==> src/rtl/adc_seq_params.svh <==
// Offsets, field positions, reset values and timing counts for the conversion sequencer
// Assumes inclusion by the package and by the sequencer module
`ifndef ADC_SEQ_PARAMS_SVH
`define ADC_SEQ_PARAMS_SVH

// Register byte addresses
`define ADDR_SETUP          12'h000
`define ADDR_COMMAND        12'h004
`define ADDR_STATUS         12'h008
`define ADDR_RESULT_BASE    12'h020
`define ADDR_RESULT_LAST    12'h03C

// Setup register fields
`define SETUP_DIV_LSB       0
`define SETUP_DIV_MSB       4
`define SETUP_FSS_LSB       5
`define SETUP_FSS_MSB       6
`define SETUP_TEN_BIT       7
`define SETUP_DIV_RESET     5'h03
`define SETUP_FSS_RESET     2'h0

// Command register fields
`define CMD_CHAN_LSB        0
`define CMD_CHAN_MSB        3
`define CMD_EIGHT           4
`define CMD_MULTI           5
`define CMD_CONT            6

// Status register fields
`define STAT_FLAGS_LSB      0
`define STAT_FLAGS_MSB      7
`define STAT_SEQ_DONE       8
`define STAT_BUSY           9
`define STAT_IDX_LSB        10
`define STAT_IDX_MSB        12

// Converter clock cycles per portion and bits resolved per resolution
`define INIT_XFER_CYCLES    5'h04
`define INIT_CYCLES         5'h02
`define RES8_CYCLES         5'h0A
`define TEN_BIT_SELECT_CYCLES        5'h0C
`define RES8_BITS           5'h08
`define TEN_BIT_SELECT_BITS          5'h0A

`endif

==> src/rtl/adc_seq_pkg.sv <==
// Types shared by the conversion sequencer and its bench
// Assumes the constants header sits beside it
`include "adc_seq_params.svh"

package adc_seq_pkg;

    // Sequencer states, Gray coded along the conversion path
    typedef enum logic [2:0] {
        ST_IDLE    = 3'h0,
        ST_INIT    = 3'h1,
        ST_XFER    = 3'h3,
        ST_FINAL   = 3'h2,
        ST_RESOLVE = 3'h6
    } seq_state_type;

    // Analog front end phase
    typedef enum logic [2:0] {
        PH_IDLE    = 3'h0,
        PH_INIT    = 3'h1,
        PH_XFER    = 3'h2,
        PH_FINAL   = 3'h3,
        PH_RESOLVE = 3'h4
    } fe_phase_type;

    // Controls sent to multiplexer and DAC array
    typedef struct packed {
        fe_phase_type phase;
        logic [3:0]   channel;
        logic [9:0]   dac_code;
    } fe_ctrl_type;

endpackage : adc_seq_pkg

==> src/rtl/adc_conversion_sequencer.sv <==
// Digital control of a successive-approximation converter: APB registers, prescaler,
// sample/resolve timing, approximation register, channel stepping and result storage
// Assumes an APB master on i_clk and an analog front end whose comparator is asynchronous
`include "adc_seq_params.svh"

// Behaviour
// Initial sample plus transfer take four converter clocks before final sampling.
// Final sample field gives 2, 4, 8 or 16 converter clocks.
// Ten-bit select picks 10-bit conversion, else 8-bit.
// Results are placed right-aligned in result registers automatically.
// Any write to the command register starts a new sequence.
// Control write aborts running sequence and clears all completion flags.
// Mode number is continuous, multi-channel, eight-conversion bits concatenated.
// Four-bit channel field selects one of 16 inputs or block start.
// Four conversions per sequence, or eight when eight-conversion bit set.
// Continuous bit clear runs one sequence; set repeats forever.
// Single-channel modes reuse one channel; multi-channel converts a channel block.
// Single-channel results go to result registers 0 upward in order.
// Multi-channel converts consecutive channels from the selected one, one result each.
// Each result register's completion flag sets when it receives a result.
// Single-sequence modes set sequence complete after the last conversion.
// Continuous modes set sequence complete after the first sequence, keep converting.
// Continuous modes overwrite result registers on each repeat.
// Setup write halts until a command write restarts with new parameters.
// Resolution lasts ten converter clocks for 8-bit, twelve for 10-bit.
// Resolution sets MSB, clears rest, then keeps or clears bits descending.
// Converter clock is 5-bit modulus divide then divide by two; zero reserved.
// Each repeated sequence restarts at result index and channel offset zero.
// Completion flags stay set until a control register write clears them.
module adc_conversion_sequencer (
    input  wire logic                      i_clk,        // System clock, 50 MHz
    input  wire logic                      i_rst_n,      // Asynchronous reset, active low
    input  wire logic                      i_psel,       // APB select
    input  wire logic                      i_penable,    // APB access phase
    input  wire logic                      i_pwrite,     // APB write
    input  wire logic [11:0]               i_paddr,      // APB byte address
    input  wire logic [31:0]               i_pwdata,     // APB write data
    output logic      [31:0]               o_prdata,     // APB read data
    output logic                           o_pready,     // APB ready
    output logic                           o_pslverr,    // APB error on unmapped address
    input  wire logic                      i_comparator, // Comparator: 1 keeps the trial bit
    output adc_seq_pkg::fe_ctrl_type       o_front_end,  // Phase, channel and DAC code
    output logic                           o_conv_done   // Pulse when a result is stored
);

    // Register state
    logic [4:0]                 div_reg;
    logic [1:0]                 fss_reg;
    logic                       ten_bit_reg;
    logic [3:0]                 chan_sel_reg;
    logic                       eight_reg;
    logic                       multi_reg;
    logic                       cont_reg;
    logic [7:0]                 flags_reg;
    logic                       seq_done_reg;
    logic [9:0]                 result_reg [8];
    logic                       pready_reg;
    logic                       pslverr_reg;
    logic [31:0]                prdata_reg;

    // Sequencer state
    adc_seq_pkg::seq_state_type state_reg;
    adc_seq_pkg::seq_state_type state_next;
    logic [4:0]                 tcnt_reg;
    logic [2:0]                 idx_reg;
    logic [9:0]                 sar_reg;
    logic [4:0]                 pre_cnt_reg;
    logic                       half_reg;
    logic                       comp_meta_reg;
    logic                       comp_sync_reg;
    logic                       conv_done_reg;
    adc_seq_pkg::fe_ctrl_type   fe_reg;

    // Decoded strobes and helpers
    logic                       apb_commit;
    logic                       wr_setup;
    logic                       wr_command;
    logic                       addr_mapped;
    logic                       conv_tick;
    logic [4:0]                 div_eff;
    logic [4:0]                 final_len;
    logic [4:0]                 res_len;
    logic [4:0]                 res_bits;
    logic [2:0]                 last_idx;
    logic [2:0]                 mode;
    logic                       store_now;
    logic [3:0]                 channel_now;
    logic [3:0]                 bit_pos;
    logic [31:0]                read_mux;

    // APB commit happens only at the edge where the master sees ready high
    assign apb_commit  = i_psel & i_penable & pready_reg;
    assign addr_mapped = (i_paddr == `ADDR_SETUP) || (i_paddr == `ADDR_COMMAND) ||
                         (i_paddr == `ADDR_STATUS) ||
                         ((i_paddr >= `ADDR_RESULT_BASE) && (i_paddr <= `ADDR_RESULT_LAST) &&
                          (i_paddr[1:0] == 2'h0));
    assign wr_setup    = apb_commit & i_pwrite & (i_paddr == `ADDR_SETUP);
    assign wr_command  = apb_commit & i_pwrite & (i_paddr == `ADDR_COMMAND);

    // Mode number and sequence geometry
    assign mode        = {cont_reg, multi_reg, eight_reg};
    assign last_idx    = mode[0] ? 3'h7 : 3'h3;
    assign final_len   = 5'(5'h02 << fss_reg);
    assign res_len     = ten_bit_reg ? `TEN_BIT_SELECT_CYCLES : `RES8_CYCLES;
    assign res_bits    = ten_bit_reg ? `TEN_BIT_SELECT_BITS : `RES8_BITS;
    assign channel_now = mode[1] ? 4'(chan_sel_reg + {1'b0, idx_reg})
                                 : chan_sel_reg;
    assign store_now   = conv_tick && (state_reg == adc_seq_pkg::ST_RESOLVE) &&
                         (tcnt_reg == 5'(res_len - 5'h01));
    assign bit_pos     = 4'(res_bits - tcnt_reg);

    // Prescaler: modulus stage divides by div+1 (by 2 when div is zero), second stage halves it
    assign div_eff   = (div_reg == 5'h00) ? 5'h01 : div_reg;
    assign conv_tick = (pre_cnt_reg == div_eff) & half_reg;

    always_ff @(posedge i_clk or negedge i_rst_n) begin
        if (!i_rst_n) begin
            pre_cnt_reg <= 5'h00;
            half_reg    <= 1'b0;
        end else if (pre_cnt_reg >= div_eff) begin
            pre_cnt_reg <= 5'h00;
            half_reg    <= ~half_reg;
        end else begin
            pre_cnt_reg <= 5'(pre_cnt_reg + 5'h01);
        end
    end

    // Comparator crosses in through two flip-flops
    always_ff @(posedge i_clk or negedge i_rst_n) begin
        if (!i_rst_n) begin
            comp_meta_reg <= 1'b0;
            comp_sync_reg <= 1'b0;
        end else begin
            comp_meta_reg <= i_comparator;
            comp_sync_reg <= comp_meta_reg;
        end
    end

    // APB handshake: one wait state, read data and error captured on the same edge as ready
    always_ff @(posedge i_clk or negedge i_rst_n) begin
        if (!i_rst_n) begin
            pready_reg  <= 1'b0;
            pslverr_reg <= 1'b0;
            prdata_reg  <= 32'h0000_0000;
        end else if (i_psel && i_penable && !pready_reg) begin
            pready_reg  <= 1'b1;
            pslverr_reg <= ~addr_mapped;
            prdata_reg  <= i_pwrite ? 32'h0000_0000 : read_mux;
        end else begin
            pready_reg  <= 1'b0;
            pslverr_reg <= 1'b0;
        end
    end

    // Read decode; unused bits read as zero
    always_comb begin
        read_mux = 32'h0000_0000;
        if (i_paddr == `ADDR_SETUP) begin
            read_mux[`SETUP_DIV_MSB:`SETUP_DIV_LSB] = div_reg;
            read_mux[`SETUP_FSS_MSB:`SETUP_FSS_LSB] = fss_reg;
            read_mux[`SETUP_TEN_BIT]                = ten_bit_reg;
        end else if (i_paddr == `ADDR_COMMAND) begin
            read_mux[`CMD_CHAN_MSB:`CMD_CHAN_LSB] = chan_sel_reg;
            read_mux[`CMD_EIGHT]                  = eight_reg;
            read_mux[`CMD_MULTI]                  = multi_reg;
            read_mux[`CMD_CONT]                   = cont_reg;
        end else if (i_paddr == `ADDR_STATUS) begin
            read_mux[`STAT_FLAGS_MSB:`STAT_FLAGS_LSB] = flags_reg;
            read_mux[`STAT_SEQ_DONE]                  = seq_done_reg;
            read_mux[`STAT_BUSY]                      = (state_reg != adc_seq_pkg::ST_IDLE);
            read_mux[`STAT_IDX_MSB:`STAT_IDX_LSB]     = idx_reg;
        end else if (addr_mapped) begin
            read_mux[9:0] = result_reg[i_paddr[4:2]];
        end
    end

    // Setup register: divider, final sample length, resolution
    always_ff @(posedge i_clk or negedge i_rst_n) begin
        if (!i_rst_n) begin
            div_reg     <= `SETUP_DIV_RESET;
            fss_reg     <= `SETUP_FSS_RESET;
            ten_bit_reg <= 1'b0;
        end else if (wr_setup && !pslverr_reg) begin
            div_reg     <= i_pwdata[`SETUP_DIV_MSB:`SETUP_DIV_LSB];
            fss_reg     <= i_pwdata[`SETUP_FSS_MSB:`SETUP_FSS_LSB];
            ten_bit_reg <= i_pwdata[`SETUP_TEN_BIT];
        end
    end

    // Command register: channel and mode bits
    always_ff @(posedge i_clk or negedge i_rst_n) begin
        if (!i_rst_n) begin
            chan_sel_reg <= 4'h0;
            eight_reg    <= 1'b0;
            multi_reg    <= 1'b0;
            cont_reg     <= 1'b0;
        end else if (wr_command) begin
            chan_sel_reg <= i_pwdata[`CMD_CHAN_MSB:`CMD_CHAN_LSB];
            eight_reg    <= i_pwdata[`CMD_EIGHT];
            multi_reg    <= i_pwdata[`CMD_MULTI];
            cont_reg     <= i_pwdata[`CMD_CONT];
        end
    end

    // Sequencer next state; a control write overrides any tick
    always_comb begin
        state_next = state_reg;
        if (wr_command) begin
            state_next = adc_seq_pkg::ST_INIT;
        end else if (wr_setup) begin
            state_next = adc_seq_pkg::ST_IDLE;
        end else if (conv_tick) begin
            unique case (state_reg)
                adc_seq_pkg::ST_IDLE: begin
                    state_next = adc_seq_pkg::ST_IDLE;
                end
                adc_seq_pkg::ST_INIT: begin
                    if (tcnt_reg == 5'(`INIT_CYCLES - 5'h01)) begin
                        state_next = adc_seq_pkg::ST_XFER;
                    end
                end
                adc_seq_pkg::ST_XFER: begin
                    if (tcnt_reg == 5'(`INIT_XFER_CYCLES - 5'h01)) begin
                        state_next = adc_seq_pkg::ST_FINAL;
                    end
                end
                adc_seq_pkg::ST_FINAL: begin
                    if (tcnt_reg == 5'(final_len - 5'h01)) begin
                        state_next = adc_seq_pkg::ST_RESOLVE;
                    end
                end
                adc_seq_pkg::ST_RESOLVE: begin
                    if (store_now) begin
                        state_next = ((idx_reg == last_idx) && !cont_reg)
                                     ? adc_seq_pkg::ST_IDLE : adc_seq_pkg::ST_INIT;
                    end
                end
                default: begin
                    state_next = adc_seq_pkg::ST_IDLE;
                end
            endcase
        end
    end

    // State register and portion counter
    // Transfer counts on from the initial portion so four cycles precede final sampling
    always_ff @(posedge i_clk or negedge i_rst_n) begin
        if (!i_rst_n) begin
            state_reg <= adc_seq_pkg::ST_IDLE;
            tcnt_reg  <= 5'h00;
        end else begin
            state_reg <= state_next;
            if (wr_command || wr_setup) begin
                tcnt_reg <= 5'h00;
            end else if (conv_tick) begin
                if (state_next != state_reg || store_now) begin
                    tcnt_reg <= (state_next == adc_seq_pkg::ST_XFER) ? `INIT_CYCLES : 5'h00;
                end else begin
                    tcnt_reg <= 5'(tcnt_reg + 5'h01);
                end
            end
        end
    end

    // Result index: restart at zero on a command and on each repeat
    always_ff @(posedge i_clk or negedge i_rst_n) begin
        if (!i_rst_n) begin
            idx_reg <= 3'h0;
        end else if (wr_command) begin
            idx_reg <= 3'h0;
        end else if (store_now) begin
            idx_reg <= (idx_reg == last_idx) ? 3'h0 : 3'(idx_reg + 3'h1);
        end
    end

    // Approximation register: MSB trial first, then one bit per converter clock
    always_ff @(posedge i_clk or negedge i_rst_n) begin
        if (!i_rst_n) begin
            sar_reg <= 10'h000;
        end else if (conv_tick && state_reg == adc_seq_pkg::ST_FINAL &&
                     state_next == adc_seq_pkg::ST_RESOLVE) begin
            sar_reg <= ten_bit_reg ? 10'h200 : 10'h080;
        end else if (conv_tick && state_reg == adc_seq_pkg::ST_RESOLVE &&
                     tcnt_reg < res_bits) begin
            if (!comp_sync_reg) begin
                sar_reg[bit_pos - 4'h1] <= 1'b0;
            end
            if (bit_pos > 4'h1) begin
                sar_reg[bit_pos - 4'h2] <= 1'b1;
            end
        end
    end

    // Result storage, low-aligned for either resolution
    always_ff @(posedge i_clk or negedge i_rst_n) begin
        if (!i_rst_n) begin
            for (int i = 0; i < 8; i++) begin
                result_reg[i] <= 10'h000;
            end
        end else if (store_now && !wr_command && !wr_setup) begin
            result_reg[idx_reg] <= sar_reg;
        end
    end

    // Completion flags: a control write aborts, so a store in the same cycle is dropped
    always_ff @(posedge i_clk or negedge i_rst_n) begin
        if (!i_rst_n) begin
            flags_reg    <= 8'h00;
            seq_done_reg <= 1'b0;
        end else begin
            flags_reg <= ((wr_command || wr_setup) ? 8'h00 : flags_reg)
                         | ((store_now && !wr_command && !wr_setup) ? 8'(8'h01 << idx_reg) : 8'h00);
            seq_done_reg <= ((wr_command || wr_setup) ? 1'b0 : seq_done_reg)
                            | (store_now && !wr_command && !wr_setup &&
                               idx_reg == last_idx);
        end
    end

    // Front end drive and completion pulse, all registered
    always_ff @(posedge i_clk or negedge i_rst_n) begin
        if (!i_rst_n) begin
            fe_reg        <= '{phase: adc_seq_pkg::PH_IDLE, channel: 4'h0, dac_code: 10'h000};
            conv_done_reg <= 1'b0;
        end else begin
            fe_reg.channel  <= channel_now;
            fe_reg.dac_code <= sar_reg;
            unique case (state_next)
                adc_seq_pkg::ST_IDLE:    fe_reg.phase <= adc_seq_pkg::PH_IDLE;
                adc_seq_pkg::ST_INIT:    fe_reg.phase <= adc_seq_pkg::PH_INIT;
                adc_seq_pkg::ST_XFER:    fe_reg.phase <= adc_seq_pkg::PH_XFER;
                adc_seq_pkg::ST_FINAL:   fe_reg.phase <= adc_seq_pkg::PH_FINAL;
                adc_seq_pkg::ST_RESOLVE: fe_reg.phase <= adc_seq_pkg::PH_RESOLVE;
                default:                 fe_reg.phase <= adc_seq_pkg::PH_IDLE;
            endcase
            conv_done_reg <= store_now && !wr_command && !wr_setup;
        end
    end

    assign o_prdata    = prdata_reg;
    assign o_pready    = pready_reg;
    assign o_pslverr   = pslverr_reg;
    assign o_front_end = fe_reg;
    assign o_conv_done = conv_done_reg;

endmodule : adc_conversion_sequencer

==> config.mk <==
export PLATFORM = sky130hd
export DESIGN_NAME = adc_conversion_sequencer
export DESIGN_NICKNAME = d
export VERILOG_FILES = /design/src/rtl/adc_seq_pkg.sv /design/src/rtl/adc_conversion_sequencer.sv
export VERILOG_INCLUDE_DIRS = /design/src /design/src/rtl
export SDC_FILE = /design/constraint.sdc
export NUM_CORES = 1
export LEC_CHECK = 0
export BUFFER_PORTS_ARGS = -buffer_cell sky130_fd_sc_hd__buf_2
export CAP_MARGIN = 20
export CORE_MARGIN = 4
export CORE_UTILIZATION = 30
export DETAILED_ROUTE_END_ITERATION = 10
export PLACE_DENSITY = 0.49
export SYNTH_ARGS = -nofsm -noshare
export SYNTH_HDL_FRONTEND = slang
export SYNTH_SLANG_ARGS = --single-unit
==> constraint.sdc <==
create_clock -name i_clk -period 8.8 [get_ports i_clk]
set_input_delay 1.76 -clock i_clk [delete_from_list [all_inputs] [get_ports i_clk]]
set_output_delay 1.76 -clock i_clk [all_outputs]
set_load 0.02 [all_outputs]
* Word level (Yosys, flattened, before mapping)
Index checks and enable logic that the tools add are counted.
** Word-level totals
- Word-level logic and storage cells :: 174
- Register bits after elaboration :: 185
- Memory bits (read-only) :: 0
- Bits of input ports :: 50
- RAM bits :: 0
- Output and inout bits :: 52
- Bits in latches :: 0
- Memories kept :: 0
** Cells by class
- Multipliers :: 0
- Shift operators :: 2
- Bitwise logic cells :: 15
- Multiplexer cells :: 53
- Divide/modulo/power cells :: 0
- Magnitude comparators :: 12
- Add/sub/neg operators :: 9
- Reduce and logical (&&, ||, !) cells :: 34
- Equality and inequality tests :: 17
** Operators by type and width (count)
- $mux 10 :: 12
- $bwmux 80 :: 1
- $mux 3 :: 13
- $bmux 10 s3 :: 1
- $demux 10 s3 :: 1
- $mux 5 :: 6
- $mux 8 :: 3
- $pmux 3 s4 :: 2
- $logic_and 1x1->1 :: 17
- $eq 5x5->1 :: 3
- $mux 13 :: 1
- $eq 12x3->1 const B :: 1
- $eq 12x4->1 const B :: 1
- $eq 3x2->1 const B :: 4
- $ge 12x6->1 const B :: 1
- $le 12x6->1 const B :: 1
- $logic_not 12->1 :: 1
- $add 5x1->5 const B :: 2
- $and 10x10->10 :: 1
- $lt 4x5->1 const B :: 2
- $not 10->10 :: 1
- $or 10x10->10 :: 1
- $demux 1 s4 :: 2
- $ge 4x1->1 const B :: 2
- 36 further kinds :: 62

* Depth between registers and ports, before layout
- Depth in word-level cells :: 18
- Depth in mapped cells :: 12
- Depth with buffers taken out :: 11

* Worst setup path before layout
Ideal clock, no wire load.
- Path type :: in2reg
- Start point :: input port i_paddr[4]
- End point :: register result_reg[31] (netlist bit)
- Stages on the path :: 7
- Buffers on the path :: 2
- Data arrival time :: 3.472 ns
- Data required time :: 8.675 ns
- Setup slack :: 5.204 ns
- Library setup time :: 0.125 ns
- Cell sequence :: clkbuf_1 or4_1 nor2_1 nor3b_2 nand3_1 buf_2 mux2_2
** Between the ends
- Longest elaborated chain between the ends :: 5
- Elaborated cells between the ends (all ways) :: 8
- Classes of those cells :: eq/ne (1); bitwise (2); reduce/logical (5)
** RTL lines
- start, declared :: RTL line adc_conversion_sequencer.sv:36 : input wire logic [11:0] i_paddr,
- $eq 12x3->1 (no source line)
- $and 1x1->1 :: RTL line adc_conversion_sequencer.sv:98 : assign wr_command = apb_commit & i_pwrite & (i_paddr == `ADDR_COMMAND);
- $logic_not 1->1 :: RTL line adc_conversion_sequencer.sv:300 : end else if (store_now && !wr_command && !wr_setup) begin
- $logic_and 1x1->1 :: RTL line adc_conversion_sequencer.sv:300
- $logic_and 1x1->1 * :: RTL line adc_conversion_sequencer.sv:300
- end signal, assigned by index :: RTL line adc_conversion_sequencer.sv:301 : result_reg[idx_reg] <= sar_reg;
- end, declared :: RTL line adc_conversion_sequencer.sv:56 : logic [9:0] result_reg [8];
Every way passes the cells marked *; elsewhere a longest branch is shown, timed or not.
A chain may end at the register's enable or synchronous reset.

* Worst setup path in the final report
- Start point :: input port i_paddr[7]
- End point :: register sar_reg[7]
** Between the ends
- Longest elaborated chain between the ends :: 7
- Elaborated cells between the ends (all ways) :: 10
- Classes of those cells :: eq/ne (2); mux (3); bitwise (2); reduce/logical (3)
** RTL lines
- $logic_not 12->1 (no source line)
- $and 1x1->1 :: RTL line adc_conversion_sequencer.sv:97 : assign wr_setup = apb_commit & i_pwrite & (i_paddr == `ADDR_SETUP);
- $mux 3 :: RTL line adc_conversion_sequencer.sv:210 : end else if (wr_setup) begin
- $mux 3 * :: RTL line adc_conversion_sequencer.sv:208 : if (wr_command) begin
- via state_next[1] :: RTL line adc_conversion_sequencer.sv:63 : adc_seq_pkg::seq_state_type state_next;
- $eq 3x3->1 * :: RTL line adc_conversion_sequencer.sv:281 : state_next == adc_seq_pkg::ST_RESOLVE) begin
- $logic_and 1x1->1 * :: RTL line adc_conversion_sequencer.sv:280 : end else if (conv_tick && state_reg == adc_seq_pkg::ST_FINAL &&
- $mux 10 or $reduce_bool 2->1 (tied branches)
- end signal, assigned :: RTL line adc_conversion_sequencer.sv:282 : sar_reg <= ten_bit_reg ? 10'h200 : 10'h080;
- end, declared :: RTL line adc_conversion_sequencer.sv:66 : logic [9:0] sar_reg;
The timed path passes the listed nets; every way through them passes the cells marked *.

==> qor.csv <==
stage,metric,value,unit
global_routing,global-route wire length before repair,33.0,mm
yosys,yosys warns,0,
timing,Final Hold Fails,0,
power_and_ir_drop,Leak,4.38,nW
timing,setup TNS,0,ns
drt,Final ANT Viol Nets,0,
yosys,share of flip-flops with an asynchronous set or reset,100,%
layout,"non-filler cells, final",1138,
power_and_ir_drop,Pwr Density,202,nW/um^2
min_path,hold depth,0,
clocking,CTS Root Cell,clkbuf_16,
setup_path,worst flop-to-flop path endpoint,result_reg[18],
drt,routed wire length per instance,18.3,um
clocking,TritonCTS Sinks,166,
layout,n_diodes,0,
layout,P&R area growth vs syn,13.9,%
clocking,Worst-path clk slew,0.06,ns
global_routing,number of global-route vias before repair,5595,
outcome,status,completed,
power_and_ir_drop,peak supply drop,118,uV
yosys,Synth area leader,dfrtp_1,
layout,ratio of cells with drive above 1 in the final layout,28.3,%
place,DP Area,8940,sq um
yosys,"count leader, synth",dfrtp_1,
drt,drt pass-1 iters,4,
setup_path,Setup crit start kind,input pin,
die,Die Y,175,um
yosys,Synth area leaders,"dfrtp_1 49%, mux2_2 12%, mux4_2 5.4%",
yosys,post-synthesis sequential area ratio,50.0,%
min_path,Worst Hold Endpoint,comp_sync_reg,
timing,Max-slew headroom,43.3,%
yosys,Adder-Cell Fraction of Synth Area,4.24,%
yosys,Synth Area in Compound Gates,7.45,%
drt,post-route DRC violation count,0,
setup_path,Crit. End Element,register,
setup_path,reg2reg path depth,9,
setup_path,Reg2Reg Setup Slack,5.08,ns
timing,Setup Viol. Count Final,0,
global_routing,largest net degree at the start of global routing,66,
setup_path,CP max stage delay,0.73,ns
yosys,mux cell area share after synthesis,19.7,%
global_routing,initial antenna violation count,1,
yosys,main combinational cell family by area after synthesis,multiplexers,
place,# port buffers,58,
layout,max reg flops,80,
place,DP HPWL,14.2,mm
timing,actual slew at the worst max-slew pin,0.851,ns
timing,maximum clock rate,237,MHz
die,die footprint,30500,sq um
clocking,"Clk Latency, worst-skew pair",0.43,ns
die,Starting Density,30.7,%
yosys,#FFs+latches synth,166,
clocking,clk buf depth,2,
timing,min cycle time layout,4.22,ns
power_and_ir_drop,total power,0.00191,W
yosys,Post-synth EDFFs,0,
timing,max-slew violation count,0,
yosys,Mapped Area,8320,sq um
die,I/O pins,102,
drt,First DRT Iteration DRCs,279,
yosys,Synth top area share,49.3,%
drt,via count,5478,
place,GP Congestion,0.822,
clocking,CTS Buf Count,17,
place,Placed Cells,1109,
min_path,HP Start,comp_meta_reg,
setup_path,critical path required time,9.08,ns
yosys,Syn Inst Count,702,
yosys,most common flop cell mapped by yosys,dfrtp_1,
clocking,hold_buf cts,0,
setup_path,R2R Path Start,div_reg[1],
timing,RSZ-0062 raised after global routing,false,
die,Die Wd,175,um
yosys,Synth Area in Simple Gates,12.5,%
job,Max-Cap Viols,0,
setup_path,crit path DAT,4.50,ns
drt,Vias/cell,4.81,
setup_path,crit path kind,input pin to register,
global_routing,GRT Util Overall,13.8,%
yosys,synth cell count leaders,"164 x dfrtp_1, 88 x mux2_2, 65 x nand2_1",
clocking,Post-CTS Setup Repair Bufs,0,
setup_path,maximum fanout along the worst path,17,
clocking,htree depth,4,
yosys,synth unique cells,64,
global_routing,Congestion Overflow GR,0,
setup_path,crit-path cells,buf_2 -> nor4_1 -> nand3_1 -> nor2_2 -> nor2_1 -> and4_1 -> mux2i_1,
layout,final-stage net count,833,
min_path,Worst Hold Class,register to register,
die,FP Rows,60,
layout,fin area,9480,sq um
yosys,synthesized area per cell,11.8,sq um
drt,WL final,20.8,mm
clocking,CTS tree,done,
timing,clk_skew,0.0121,ns
timing,fin crit share,48.0,%
die,total core area,27100,sq um
yosys,xor and xnor fraction of the mapped netlist area,1.96,%
setup_path,Crit-path slowest cell,nor2_2,
clocking,CTS resizes,0,
timing,hold slack,0.362,ns
## stage by stage
stage / worst slack, ns / util, %
4_1_cts: 4.46 / 35.0
2_1_floorplan: 5.20 / -
3_3_place_gp: 4.08 / 33.0
5_1_grt: 4.20 / 35.0
3_5_place_dp: 4.03 / 33.0
6_report: 4.58 / 35.0
## where the power goes
part / internal, W / leakage [nW] / total, W / switching [W]
Sequential: 0.000794 / 2.09 / 0.000841 / 0.0000468
Clock: 0.000395 / 0.262 / 0.000708 / 0.000313
Combinational: 0.000138 / 2.03 / 0.000361 / 0.000223
## area by class of cell
type                       count  area (sq um)
fill                        2726         17600
sequential                   166          4160
multi-input combinational    485          3890
tap                          372           465
clock buffer                  19           443
timing repair buffer          64           342
clock inverter                10          98.8
inverter                      22          82.6
## worst max-delay path by stage
stage | end | startpoint
3_3_place_gp | sar_reg[7] | i_paddr[8]
4_1_cts | sar_reg[9] | i_paddr[8]
6_report | sar_reg[7] | i_paddr[7]
3_5_place_dp | tcnt_reg[0] | i_paddr[8]
2_1_floorplan | result_reg[31] | i_paddr[4]
5_1_grt | tcnt_reg[0] | i_paddr[8]
## cell usage in the layout, fill, tap and decap left out, types with 6 or more instances in the layout
master     synthesis  routed
nand2_1           65      65
nand3_1           26      26
nor2_1            35      35
a31oi_1            8       8
ha_1              25      25
o21ai_0           34      34
conb_1             1      19
buf_2              7      57
a22o_1             9       9
a21oi_1           29      29
clkbuf_16          0      17
mux2_2            88      88
xnor2_1           12      12
mux4_2            20      20
buf_4             19       6
inv_1             20      20
mux2i_1           20      20
nor3_1            10      10
dfrtp_1          164     164
## layer usage
metal	up-vias	global-route usage [%]	share of wire, %
met1	2770	19.1	48
met4	2	3.63	1.1
met3	13	2.39	3.5
li1	2602	-	-
met5	-	0	0.058
met2	91	22.6	48
## worst max-delay path: cells and delay by family
kind	cells	cell delay [ns]
mux	1	0.19
simple gates	5	2.46
buf+inv	1	0.09
## cells by family after synthesis
family                   Yosys count
AND/OR/NAND/NOR                  193
flip-flops                       166
multiplexers                     128
AO/OA/AOI/OAI                    101
buffers and inverters             69
adder cells (fa/ha/maj)           27
XOR/XNOR                          17
other                              1
Power figures use the tool's default switching activity.
